===== src/core/pwg_map.svh =====
// Address map, field values and reset values of the wait generator
`ifndef PWG_MAP_SVH
`define PWG_MAP_SVH

// Extended peripheral register window that stalls the CPU
`define PWG_WIN_LO 20'hf0500
`define PWG_WIN_HI 20'hf06ff

// Register group address ranges inside the window
`define PWG_CLK_LO 20'hf0500
`define PWG_CLK_HI 20'hf050f
`define PWG_PORT_LO 20'hf0510
`define PWG_PORT_HI 20'hf051f
`define PWG_TMRA_LO 20'hf0520
`define PWG_TMRA_HI 20'hf05bf
`define PWG_TMRC_LO 20'hf05c0
`define PWG_TMRC_HI 20'hf05df
`define PWG_PGA_LO 20'hf05e0
`define PWG_PGA_HI 20'hf05e3
`define PWG_CMP_LO 20'hf05f0
`define PWG_CMP_HI 20'hf05ff
`define PWG_LSER_LO 20'hf0600
`define PWG_LSER_HI 20'hf063f
`define PWG_MISC_LO 20'hf0640
`define PWG_MISC_HI 20'hf065f

// Location of the pll control register, snooped on CPU writes
`define PWG_PLL_CONTROL_REGISTER_ADDR 20'hf0500
// Pll control value that selects pll-based 32 MHz CPU clock
`define PWG_PLL_32M 8'h0d
// Pll control register value after reset
`define PWG_PLL_RST 8'h00

// Wait clock counts
`define PWG_WAIT_NONE 2'h0
`define PWG_WAIT_ONE 2'h1
`define PWG_WAIT_TWO 2'h2

`endif


===== src/core/pwg_pkg.sv =====
// Types shared by the wait generator modules
package pwg_pkg;

   // Register groups seen by the address decoder
   typedef enum logic [3:0] {
      GRP_NONE = 4'h0,
      GRP_CLK = 4'h1,
      GRP_PORT = 4'h2,
      GRP_TMRA = 4'h3,
      GRP_TMRC = 4'h4,
      GRP_PGA = 4'h5,
      GRP_CMP = 4'h6,
      GRP_LSER = 4'h7,
      GRP_MISC = 4'h8,
      GRP_RSVD = 4'h9
   } pwg_grp_t;

   // Controller states
   typedef enum logic [0:0] {
      ST_IDLE = 1'b0,
      ST_WAIT = 1'b1
   } pwg_state_t;

   // Complete state of the top module
   typedef struct packed {
      pwg_state_t st;
      logic [1:0] cnt;
      logic [7:0] pll;
      logic [1:0] last;
      logic done;
   } pwg_regs_t;

endpackage : pwg_pkg


===== src/core/pwg_acc_if.sv =====
// Carrier between the wait controller and its address decoder
`timescale 1ns/1ps
interface pwg_acc_if #(parameter int ADDR_W = 20);
   logic [ADDR_W-1:0] addr; // Access address
   pwg_pkg::pwg_grp_t grp; // Decoded register group
   logic in_win; // Address lies in the stalling window

   // Decoder side
   modport dec (input addr, output grp, output in_win);
   // Controller side
   modport core (output addr, input grp, input in_win);
endinterface : pwg_acc_if


===== src/core/pwg_decode.sv =====
// Address decoder: maps an access address to its register group
`timescale 1ns/1ps
`include "pwg_map.svh"
module pwg_decode #(
   parameter int ADDR_W = 20
) (
   pwg_acc_if.dec acc
);
   localparam int NGRP = 8;

   // Group range table, index i maps to group code i+1
   localparam logic [19:0] LO [NGRP] = '{`PWG_CLK_LO, `PWG_PORT_LO, `PWG_TMRA_LO,
      `PWG_TMRC_LO, `PWG_PGA_LO, `PWG_CMP_LO, `PWG_LSER_LO, `PWG_MISC_LO};
   localparam logic [19:0] HI [NGRP] = '{`PWG_CLK_HI, `PWG_PORT_HI, `PWG_TMRA_HI,
      `PWG_TMRC_HI, `PWG_PGA_HI, `PWG_CMP_HI, `PWG_LSER_HI, `PWG_MISC_HI};

   // Inclusive range test
   function automatic logic in_range(input logic [19:0] a, input logic [19:0] lo,
                                     input logic [19:0] hi);
      in_range = (a >= lo) && (a <= hi);
   endfunction : in_range

   logic [19:0] a20; // Address normalised to 20 bits
   logic [NGRP-1:0] hit; // One bit per matching group

   assign a20 = acc.addr[19:0];

   // One comparator pair per group
   for (genvar i = 0; i < NGRP; i++) begin : g_hit
      assign hit[i] = in_range(a20, LO[i], HI[i]);
   end

   assign acc.in_win = in_range(a20, `PWG_WIN_LO, `PWG_WIN_HI);

   // Lowest matching group wins; window hits with no group are reserved
   always_comb begin
      acc.grp = acc.in_win ? pwg_pkg::GRP_RSVD : pwg_pkg::GRP_NONE;
      for (int i = NGRP - 1; i >= 0; i--) begin
         if (hit[i]) begin
            acc.grp = pwg_pkg::pwg_grp_t'(4'(i + 1));
         end
      end
   end
endmodule : pwg_decode


===== src/core/pwg_top.sv =====
// Wait generator for CPU accesses to the extended peripheral register window
//
// Operation
// - Window access stalls CPU until wait ends
// - Instruction grows by exactly inserted wait clocks
// - Every listed register waits on each access
// - Clock and extra port registers wait one
// - Timer group A read waits two at 32MHz
// - Timer group C read waits two at 32MHz
// - Gain amplifier read waits two at 32MHz
// - Comparator read waits two at 32MHz
// - Lighting serial unit always waits one clock
`timescale 1ns/1ps
`include "pwg_map.svh"
module pwg_top #(
   parameter int ADDR_W = 20,
   parameter int DATA_W = 8
) (
   input wire logic clk_i,
   input wire logic rst_n_i,
   input wire logic acc_req_i,
   input wire logic acc_wr_i,
   input wire logic [ADDR_W-1:0] acc_addr_i,
   input wire logic [DATA_W-1:0] acc_wdata_i,
   output logic cpu_wait_o,
   output logic acc_done_o,
   output logic [1:0] last_wait_o,
   output logic pll_32m_o
);

   // Decoder ranges are fixed 20-bit addresses
   if (ADDR_W != 20) begin : g_bad_addr_w
      $error("ADDR_W must be 20");
   end
   // Pll snoop needs a full byte of write data
   if (DATA_W < 8) begin : g_bad_data_w
      $error("DATA_W must be at least 8");
   end

   pwg_pkg::pwg_regs_t q; // Registered state
   pwg_pkg::pwg_regs_t d; // Next state
   logic pll32; // Pll control holds the 32 MHz setting
   logic [1:0] need; // Wait clocks required by the current request
   logic take; // Request accepted this cycle

   pwg_acc_if #(.ADDR_W(ADDR_W)) acc ();

   assign acc.addr = acc_addr_i;

   // Address decoder
   pwg_decode #(.ADDR_W(ADDR_W)) u_dec (
      .acc(acc)
   );

   // Wait clocks for a group, direction and clock setting
   function automatic logic [1:0] wait_count(input pwg_pkg::pwg_grp_t g, input logic wr,
                                             input logic p32);
      case (g)
         // Pll dependent reads, writes always one
         pwg_pkg::GRP_TMRA, pwg_pkg::GRP_TMRC,
         pwg_pkg::GRP_PGA, pwg_pkg::GRP_CMP: begin
            wait_count = (!wr && p32) ? `PWG_WAIT_TWO : `PWG_WAIT_ONE;
         end
         // Fixed one clock groups
         pwg_pkg::GRP_CLK, pwg_pkg::GRP_PORT: begin
            wait_count = `PWG_WAIT_ONE;
         end
         pwg_pkg::GRP_LSER: begin
            wait_count = `PWG_WAIT_ONE;
         end
         pwg_pkg::GRP_MISC, pwg_pkg::GRP_RSVD: begin
            wait_count = `PWG_WAIT_ONE;
         end
         // Outside the window
         default: begin
            wait_count = `PWG_WAIT_NONE;
         end
      endcase
   endfunction : wait_count

   assign pll32 = (q.pll == `PWG_PLL_32M);
   assign need = wait_count(acc.grp, acc_wr_i, pll32);
   assign take = acc_req_i && (q.st == pwg_pkg::ST_IDLE);

   // Next state logic
   always_comb begin
      d = q;
      d.done = 1'b0;
      // Snoop CPU writes to the pll control register
      if (take && acc_wr_i && (acc_addr_i[19:0] == `PWG_PLL_CONTROL_REGISTER_ADDR)) begin
         d.pll = acc_wdata_i[7:0];
      end
      case (q.st)
         pwg_pkg::ST_IDLE: begin
            if (take) begin
               d.last = need;
               if (need == `PWG_WAIT_NONE) begin
                  d.done = 1'b1;
               end else begin
                  d.st = pwg_pkg::ST_WAIT;
                  d.cnt = need;
               end
            end
         end
         pwg_pkg::ST_WAIT: begin
            // Count down exactly the required wait clocks
            d.cnt = q.cnt - 2'h1;
            if (q.cnt == `PWG_WAIT_ONE) begin
               d.st = pwg_pkg::ST_IDLE;
               d.done = 1'b1;
            end
         end
         default: begin
            d.st = pwg_pkg::ST_IDLE;
         end
      endcase
   end

   // State register
   always_ff @(posedge clk_i or negedge rst_n_i) begin
      if (!rst_n_i) begin
         q.st <= pwg_pkg::ST_IDLE;
         q.cnt <= `PWG_WAIT_NONE;
         q.pll <= `PWG_PLL_RST;
         q.last <= `PWG_WAIT_NONE;
         q.done <= 1'b0;
      end else begin
         q <= d;
      end
   end

   // Stall output holds the CPU while waits remain
   assign cpu_wait_o = (q.st == pwg_pkg::ST_WAIT);
   assign acc_done_o = q.done;
   assign last_wait_o = q.last;
   assign pll_32m_o = pll32;
endmodule : pwg_top


===== config.mk =====
export PLATFORM = sky130hd
export DESIGN_NAME = pwg_top
export DESIGN_NICKNAME = d
export VERILOG_FILES = /design/src/core/pwg_pkg.sv /design/src/core/pwg_acc_if.sv /design/src/core/pwg_decode.sv /design/src/core/pwg_top.sv
export VERILOG_INCLUDE_DIRS = /design/src /design/src/core
export SDC_FILE = /design/constraint.sdc
export NUM_CORES = 1
export LEC_CHECK = 0
export BUFFER_PORTS_ARGS = -buffer_cell sky130_fd_sc_hd__buf_4
export CAP_MARGIN = 30
export CORE_UTILIZATION = 45
export CTS_BUF_LIST = sky130_fd_sc_hd__clkbuf_4 sky130_fd_sc_hd__clkbuf_8
export CTS_CLUSTER_DIAMETER = 50
export DETAILED_ROUTE_END_ITERATION = 8
export PLACE_DENSITY = 0.84
export SYNTH_ARGS = -nofsm -noshare
export SYNTH_HDL_FRONTEND = slang
export SYNTH_SLANG_ARGS = --single-unit

===== constraint.sdc =====
create_clock -name clk_i -period 1.65 [get_ports clk_i]
set_input_delay 0 -clock clk_i [delete_from_list [all_inputs] [get_ports clk_i]]
set_output_delay 0 -clock clk_i [all_outputs]
set_load 0.005 [all_outputs]

======== After elaboration in Yosys (flattened, before gate mapping) ========
Cells that the tools add are included.
operators by class
  bitwise logic cells ..................... 1
  reduce and logical (&&, ||, !) cells .... 19
  mux-type cells .......................... 19
  equal/unequal tests ..................... 14
  $add $sub $neg .......................... 1
  order comparisons ....................... 17
operators with widths
  operator              count
  $le 20x20->1 const B  9
  $ge 20x20->1 const B  8
  $mux 4                9
  $eq 20x20->1 const B  1
  $eq 4x3->1 const B    4
  $logic_and 1x1->1     13
  $eq 4x2->1 const B    2
  $eq 4x4->1 const B    2
  $eq 8x4->1 const B    1
  $mux 3                2
  $pmux 3 s2            1
  $reduce_or 5->1       1
  $eq 4x1->1 const B    1
  $mux 1                4
  $ne 2x2->1 const B    2
  $pmux 2 s2            1
  $reduce_and 2->1      2
  $reduce_or 4->1       1
  $eq 2x1->1 const B    1
  $logic_not 2->1       1
  $mux 2                1
  $pmux 1 s2            1
  $sub 2x1->2 const B   1
  $logic_not 1->1       1
  $not 1->1             1
word-level totals
  output and inout port bits .............. 5
  bits in registers ....................... 14

======== Longest topological paths before layout ========
Gate-level depths: netlist of the first run.
  depth in word-level cells ............... 18
  depth in mapped cells ................... 6

======== Cells and area by module ========
A second synthesis of the first run with hierarchy kept.
unflattened totals
  cell total of the unflattened synthesis .. 94
  area total of the unflattened synthesis .. 948.4 sq um
modules (own cells, without submodules)
  module      area each (sq um)  instances  cells an instance
  pwg_top     718.2              1          62
  pwg_decode  230.2              1          32

======== Least setup slack after synthesis of the first run ========
OpenSTA, ideal clock, no wires.
  path kind ............................... input -> register
  start ................................... input acc_addr_i[13]
  end ..................................... register q[11] (netlist bit)
  library setup time ...................... 130 ps
  arrival time ............................ 1554 ps
  setup slack ............................. -34 ps
  stages on the path ...................... 6
  cells stage by stage .................... or4_4 -> or3_4 -> nor2_4 -> o21ai_2 -> a2111oi_2 -> o31ai_2
on the way
  cells in the longest elaborated chain, start to end .. 17
  elaborated cells between the ends (all ways) .. 53
  those cells by class .................... order compare (17); eq/ne (10); mux (13); reduce/logical (13)
ends and longest elaborated chain
  item                                                                 RTL line          text
  start, declared                                                      pwg_top.sv:23     input wire logic [ADDR_W-1:0] acc_addr_i,
  $ge 20x20->1 or $le 20x20->1 (tied branches)                         pwg_decode.sv:20  in_range = (a >= lo) && (a <= hi);
  $logic_and 1x1->1                                                    pwg_decode.sv:20
  $mux 4                                                               pwg_decode.sv:37  acc.grp = acc.in_win ? pwg_pkg::GRP_RSVD : pwg_pkg::GRP_NONE;
  $mux 4 (7 in series)                                                 pwg_decode.sv:39  if (hit[i]) begin
  $mux 4 (*)                                                           pwg_decode.sv:39
  $eq 4x4->1, or another cell as far along                             pwg_top.sv:58     case (g)
  $reduce_or 5->1 (no source line) or $reduce_or 4->1 (tied branches)  -
  $pmux 2 s2 (*)                                                       pwg_top.sv:58
  $mux 3 or $logic_not 2->1 (tied branches)                            -
  $mux 3 or $ne 2x2->1 (tied branches)                                 -
  $pmux 3 s2 or $reduce_and 2->1 (tied branches)                       -
  end, declared                                                        pwg_top.sv:40     pwg_pkg::pwg_regs_t q;
Every way passes the cells marked *; elsewhere a longest branch is shown, timed or not. The select of a mux whose other input is x is not followed.
A chain may end at the register's enable or synchronous reset.

======== Worst setup path in the final report of the first run ========
  start ................................... register q[10] (netlist bit)
  end ..................................... register q (netlist bit last_wait_o[1])
on the way
  cells in the longest elaborated chain, start to end .. 4
ends and longest elaborated chain
  item                         RTL line       text
  $eq 8x4->1 (no source line)  -
  $logic_and 1x1->1            pwg_top.sv:62  wait_count = (!wr && p32) ? `PWG_WAIT_TWO : `PWG_WAIT_ONE;
  $mux 2 (no source line)      -
  $pmux 2 s2                   pwg_top.sv:58
No other way between the ends.

==> flow_summary.json, run 1 <==
{
  "die_x_um": 47.5,
  "grt_pass1_vias": 873,
  "fin_ws_ns": 0.0116,
  "ys_ff_latch": 14,
  "placed_cells": 166,
  "most-common-layout-cells": "51 x buf_4, 14 x dfrtp_1, 11 x nand2_1",
  "root_buffer": "clkbuf_4",
  "worstRegToRegCells": 5,
  "coreArea_mm2": 0.00196,
  "synthCells": 93,
  "antenna_found_initial": 0,
  "hp-class": "in2reg",
  "utilization": 0.779,
  "antenna_left": 0,
  "rsz0062_at_grt": "yes",
  "cts.sinks": 14,
  "worstPathCellList": "nor4b_2 -> nand4_1 -> or3_1 -> a221o_1 -> nand2_1",
  "min_from": "acc_req_i",
  "dieArea_mm2": 0.00225,
  "cp.arrival_ns": 1.86,
  "ys_seq_area_frac": 0.376,
  "rrSetupSlack_ns": 0.01,
  "cts-htree-levels": 1,
  "syn_area_um2": 931,
  "core.rowCount": 16,
  "min_path_cells": 3,
  "timing.final.crit_period_ns": 1.64,
  "initial_core_util": 0.474,
  "finalPower_w": 0.000695,
  "cap_violations": 0,
  "clk_pin_slew_ns": 0.09,
  "drc": 0,
  "worstSetupStartpointType": "register",
  "cp_max_fo": 3,
  "first_pass_iters": 4,
  "dp_slack_ns": -0.218,
  "vias": 1016,
  "synth_ff_type": "dfrtp_1",
  "fmax_ghz": 0.610,
  "worst_pin_slew_ns": 0.528,
  "critical_path.max_stage_delay_ns": 0.41,
  "grt_usage": 0.254,
  "finalNonFillerCells": 182,
  "ios": 37,
  "dpl.hpwl_um": 1990,
  "vias_per_cell": 5.58,
  "cts_buffers": 3,
  "syn_area_per_cell_um2": 10.0,
  "grt_first_pass_wirelength_um": 3870,
  "synth_warnings": 0,
  "die_h_um": 47.5,
  "r2r_start": "q[10]",
  "clock_skew_ns": 0.0101,
  "leakagePower_nw": 0.684,
  "clock_latency_ns": 0.27,
  "cp-end-kind": "register",
  "io_buffers": 36,
  "synth_cell_types": 37,
  "finalSetupViolations": 0,
  "regToRegEndpoint": "last_wait_o[1]",
  "min_to": "cpu_wait_o",
  "cts.path.max_buffers": 2,
  "period_share": 0.993,
  "async_flop_share": 1.00,
  "drt_iter0_markers": 28,
  "drt_wl_total_um": 2930,
  "syn_nets": 126,
  "grt-ovfl-total": 0,
  "slew_headroom": 0.643,
  "wire_per_inst_um": 16.1,
  "cts_tree": "built",
  "outcome": "complete, no violations",
  "diodes": 0,
  "gp_congestion": 0.871,
  "cellPowerDensity_mw_per_mm2": 455,
  "worstSetupPathType": "reg2reg",
  "synthToLayoutAreaGrowth_pct": 64.1,
  "ir_drop_uv": 517,
  "layout_commonest_cell": "buf_4",
  "synth_enable_flop_cells": 0,
  "crit_slowest_cell": "dfrtp_1",
  "drive_gt1_frac": 0.503,
  "finalHoldViolCount": 0,
  "finalSetupTns_ns": 0,
  "fillers": 127,
  "grt_max_degree": 15,
  "nets": 190,
  "critPathRequiredTime_ns": 1.87,
  "drv_slew": 0
}
==> where the power goes <==
| group | total [W] | switching (W) | internal, W |
|---|---|---|---|
| Sequential | 0.000345 | 0.000000566 | 0.000344 |
| Combinational | 0.000163 | 0.0000709 | 0.0000921 |
| Clock | 0.000187 | 0.000102 | 0.0000844 |
| Total | 0.000695 | 0.000174 | 0.000521 |
==> cells in the mapped netlist, drive strengths merged, types with 2 or more instances <==
library cell,count,area (um2)
nor3b,2,15.0
or3,2,17.5
inv,2,7.51
a22oi,2,15.0
nand2,11,41.3
o31ai,2,33.8
buf,2,15.0
nand2b,7,43.8
nor2,6,37.5
dfrtp,14,350
mux2,8,90.1
a2111oi,2,23.8
nand4,5,31.3
a21oi,3,15.0
nor3,5,30.0
nor2b,2,12.5
o21ai,4,23.8
==> area by class of cell <==
| type | count | area [um2] | area share |
|---|---|---|---|
| Multi-Input combinational cell | 75 | 621 | 0.406 |
| Inverter | 2 | 7.51 | 0.00491 |
| Clock buffer | 3 | 22.5 | 0.0147 |
| Sequential cell | 14 | 350 | 0.229 |
| Timing Repair Buffer | 61 | 493 | 0.323 |
| Tap cell | 27 | 33.8 | 0.0221 |
==> sequential cells by signal, indices dropped and copies added, names as in the netlist <==
register,count
cpu_wait_o,1
acc_done_o,1
q,10
last_wait_o,2
==> per-layer routing <==
| layer | wire (um) | part of all wire | global-route usage |
|---|---|---|---|
| met5 | 0 | 0 | 0 |
| met2 | 1500 | 0.51 | 0.427 |
| met3 | 112 | 0.038 | 0.0830 |
| met1 | 1270 | 0.43 | 0.322 |
| met4 | 49 | 0.017 | 0.0457 |
==> through the flow <==
| step | cell area (um2) | hold WS, ns |
|---|---|---|
| after CTS | 1440 | 0.0234 |
| after detailed placement | 1320 | -0.144 |
| after floorplan | 937 | -0.296 |
| after global placement | 1320 | -0.147 |
| final | 1530 | 0.0399 |
| after global routing | 1530 | 0.0518 |
==> critical path, delay by kind of cell, from the launching register on <==
kind,cells,cell delay (ns)
DFF,1,0.41
AOI/OAI and AO/OA,1,0.29
and+or+nand+nor,4,0.89
==> timing repair <==
item / CTS / global route
gates resized for setup: 2 / 8
hold buffers: 9 / 0
pin swaps: 2 / 5
endpoints found under the setup margin: 4 / 11
endpoints found under the hold margin: 22 / 0
setup buffers: 0 / 4
==> worst max-delay path by stage <==
| stage | slack, ns | startpoint | to | depth (start not counted) |
|---|---|---|---|---|
| 2_1_floorplan | -0.009 | acc_addr_i[13] | q[11] | 6 |
| 3_3_place_gp | -0.19 | acc_addr_i[13] | q[11] | 7 |
| 3_5_place_dp | -0.22 | acc_addr_i[13] | q[11] | 7 |
| 4_1_cts | 0.0004 | q[10] | q[12] | 5 |
| 5_1_grt | -0.09 | acc_addr_i[13] | q[11] | 7 |
| 6_report | 0.01 | q[10] | last_wait_o[1] | 5 |
==> kinds of logic (layout without fill, tap and decap cells) <==
group,Yosys count,in the layout,share of synthesized area
adder cells (fa/ha/maj),1,1,0.0134
AO/OA/AOI/OAI,20,20,0.191
buffers and inverters,4,66,0.0242
multiplexers,9,9,0.108
flip-flops,14,14,0.376
AND/OR/NAND/NOR,45,45,0.288
(Power assumes the default switching activity.)
==> run 2: changes to the inputs <==
--- a/config.mk
+++ b/config.mk
@@ -8,11 +8,11 @@
 export LEC_CHECK = 0
 export BUFFER_PORTS_ARGS = -buffer_cell sky130_fd_sc_hd__buf_4
 export CAP_MARGIN = 30
-export CORE_UTILIZATION = 45
+export CORE_UTILIZATION = 40
 export CTS_BUF_LIST = sky130_fd_sc_hd__clkbuf_4 sky130_fd_sc_hd__clkbuf_8
 export CTS_CLUSTER_DIAMETER = 50
 export DETAILED_ROUTE_END_ITERATION = 8
-export PLACE_DENSITY = 0.84
+export PLACE_DENSITY = 0.77
 export SYNTH_ARGS = -nofsm -noshare
 export SYNTH_HDL_FRONTEND = slang
 export SYNTH_SLANG_ARGS = --single-unit
==> flow_summary.json, run 2 (synthesis gave the netlist of run 1 again) <==
{
  "outcome": "complete, no violations",
  "synthToLayoutAreaGrowth_pct": 62.8,
  "wire_per_inst_um": 13.5,
  "drt_wl_total_um": 2450,
  "grt-ovfl-total": 0,
  "multi_input_area_um2": 614,
  "worstSetupPathType": "reg2reg",
  "die_h_um": 50.2,
  "clock_latency_ns": 0.28,
  "cp_num_buf_inv": 0,
  "leakagePower_nw": 0.676,
  "cellPowerDensity_mw_per_mm2": 454,
  "critPathRequiredTime_ns": 1.87,
  "largest_reg_flops": 10,
  "cp_max_fo": 3,
  "dieArea_mm2": 0.00252,
  "core.rowCount": 17,
  "cts.sinks": 14,
  "period_share": 0.979,
  "root_buffer": "clkbuf_4",
  "finalPower_w": 0.000688,
  "finalHoldViolCount": 0,
  "drive_gt1_frac": 0.506,
  "max_flop_register": "q",
  "drv_slew": 0,
  "crit_slowest_cell": "dfrtp_1",
  "cp.arrival_ns": 1.84,
  "grt_first_pass_wirelength_um": 3820,
  "vias_per_cell": 5.22,
  "diodes": 0,
  "critical_path.max_stage_delay_ns": 0.40,
  "dpl.hpwl_um": 1780,
  "layout_commonest_cell": "buf_4",
  "worstSetupStartpointType": "register",
  "die_x_um": 50.2,
  "gp_congestion": 0.889,
  "nets": 189,
  "initial_core_util": 0.421,
  "ir_drop_uv": 678,
  "rsz0062_at_grt": "yes",
  "clock_skew_ns": 0.000756,
  "cts-htree-levels": 1,
  "hp-class": "in2reg",
  "most-common-layout-cells": "50 x buf_4, 14 x dfrtp_1, 11 x nand2_1",
  "slew_headroom": 0.620,
  "grt_max_degree": 15,
  "first_pass_iters": 4,
  "fillers": 177,
  "worst_pin_slew_ns": 0.562,
  "worstPathCellList": "nor4b_2 -> nand4_1 -> or3_1 -> a221o_1 -> nand2_1",
  "antenna_found_initial": 0,
  "finalSetupViolations": 0,
  "fin_area_mm2": 0.00152,
  "drt_iter0_markers": 20,
  "cts_buffers": 3,
  "ios": 37,
  "fmax_ghz": 0.619,
  "crit_family": "simple AND/OR/NAND/NOR gates",
  "grt_usage": 0.205,
  "coreArea_mm2": 0.00221,
  "place_area_mm2": 0.00133,
  "cts_tree": "built",
  "cap_violations": 0,
  "drc": 0,
  "seq_area_um2": 350,
  "antenna_left": 0,
  "grt_pass1_vias": 876,
  "cts.path.max_buffers": 2,
  "clk_pin_slew_ns": 0.07,
  "timing.final.crit_period_ns": 1.62,
  "vias": 950,
  "cp-end-kind": "register",
  "io_buffers": 36
}
-- run 2: where the power goes --
group / leakage (nW) / switching, W / total, W / internal [W]
logic: 0.474 / 0.0000648 / 0.000156 / 0.0000913
registers: 0.188 / 0.000000551 / 0.000345 / 0.000344
clock network: 0.0138 / 0.000102 / 0.000187 / 0.0000848
-- run 2: cell type report --
type,count,area share
clock buffers,3,0.0149
inverters,2,0.00495
repair buffers,60,0.320
well taps,28,0.0231
flip-flops and latches,14,0.231
multi-input cells,75,0.405
-- run 2: path summary, 6_finish.rpt --
kind / from / cells past startpoint / slack (ns) / end
setup / recovery: q[4] / 5 / 0.03 / q[12]
hold / removal: acc_req_i / 3 / 0.05 / cpu_wait_o
setup reg to reg: q[4] / 5 / 0.03 / q[12]
hold reg to reg: last_wait_o[1] / 2 / 0.51 / last_wait_o[1]
max in group asynchronous: rst_n_i / 2 / 1.39 / q[6]
min in group asynchronous: rst_n_i / 2 / 0.10 / cpu_wait_o
-- run 2: timing repair --
item	CTS	global route
resized for setup	1	8
endpoints found under the hold margin	22	0
buffers inserted	0	2
endpoints found under the setup margin	3	12
hold buffers	9	0
pin swaps	0	4
-- run 2: layer usage --
layer	part of all wire	routed length [um]	global-route usage
met1	0.44	1090	0.254
met2	0.50	1240	0.351
met3	0.043	105	0.0485
met4	0.0098	24	0.0571
met5	0	0	0
-- run 2: per-stage QoR --
step	setup WS [ns]	hold slack [ns]	util	cells	TNS, ns
global placement	-0.187	-0.143	0.599	168	-1.43
finish	0.0344	0.0487	0.685	182	0
CTS	0.0146	0.0290	0.653	180	0
floorplan	-0.00861	-0.296	-	93	-0.00861
global route	-0.0785	0.0427	0.685	182	-0.196
detailed placement	-0.214	-0.143	0.599	168	-1.64
-- run 2: worst reg2reg max path, cell delays in order (launching register included) --
cell     delay, ns
dfrtp_1       0.40
nor4b_2       0.28
nand4_1       0.15
or3_1         0.37
a221o_1       0.29
nand2_1       0.07
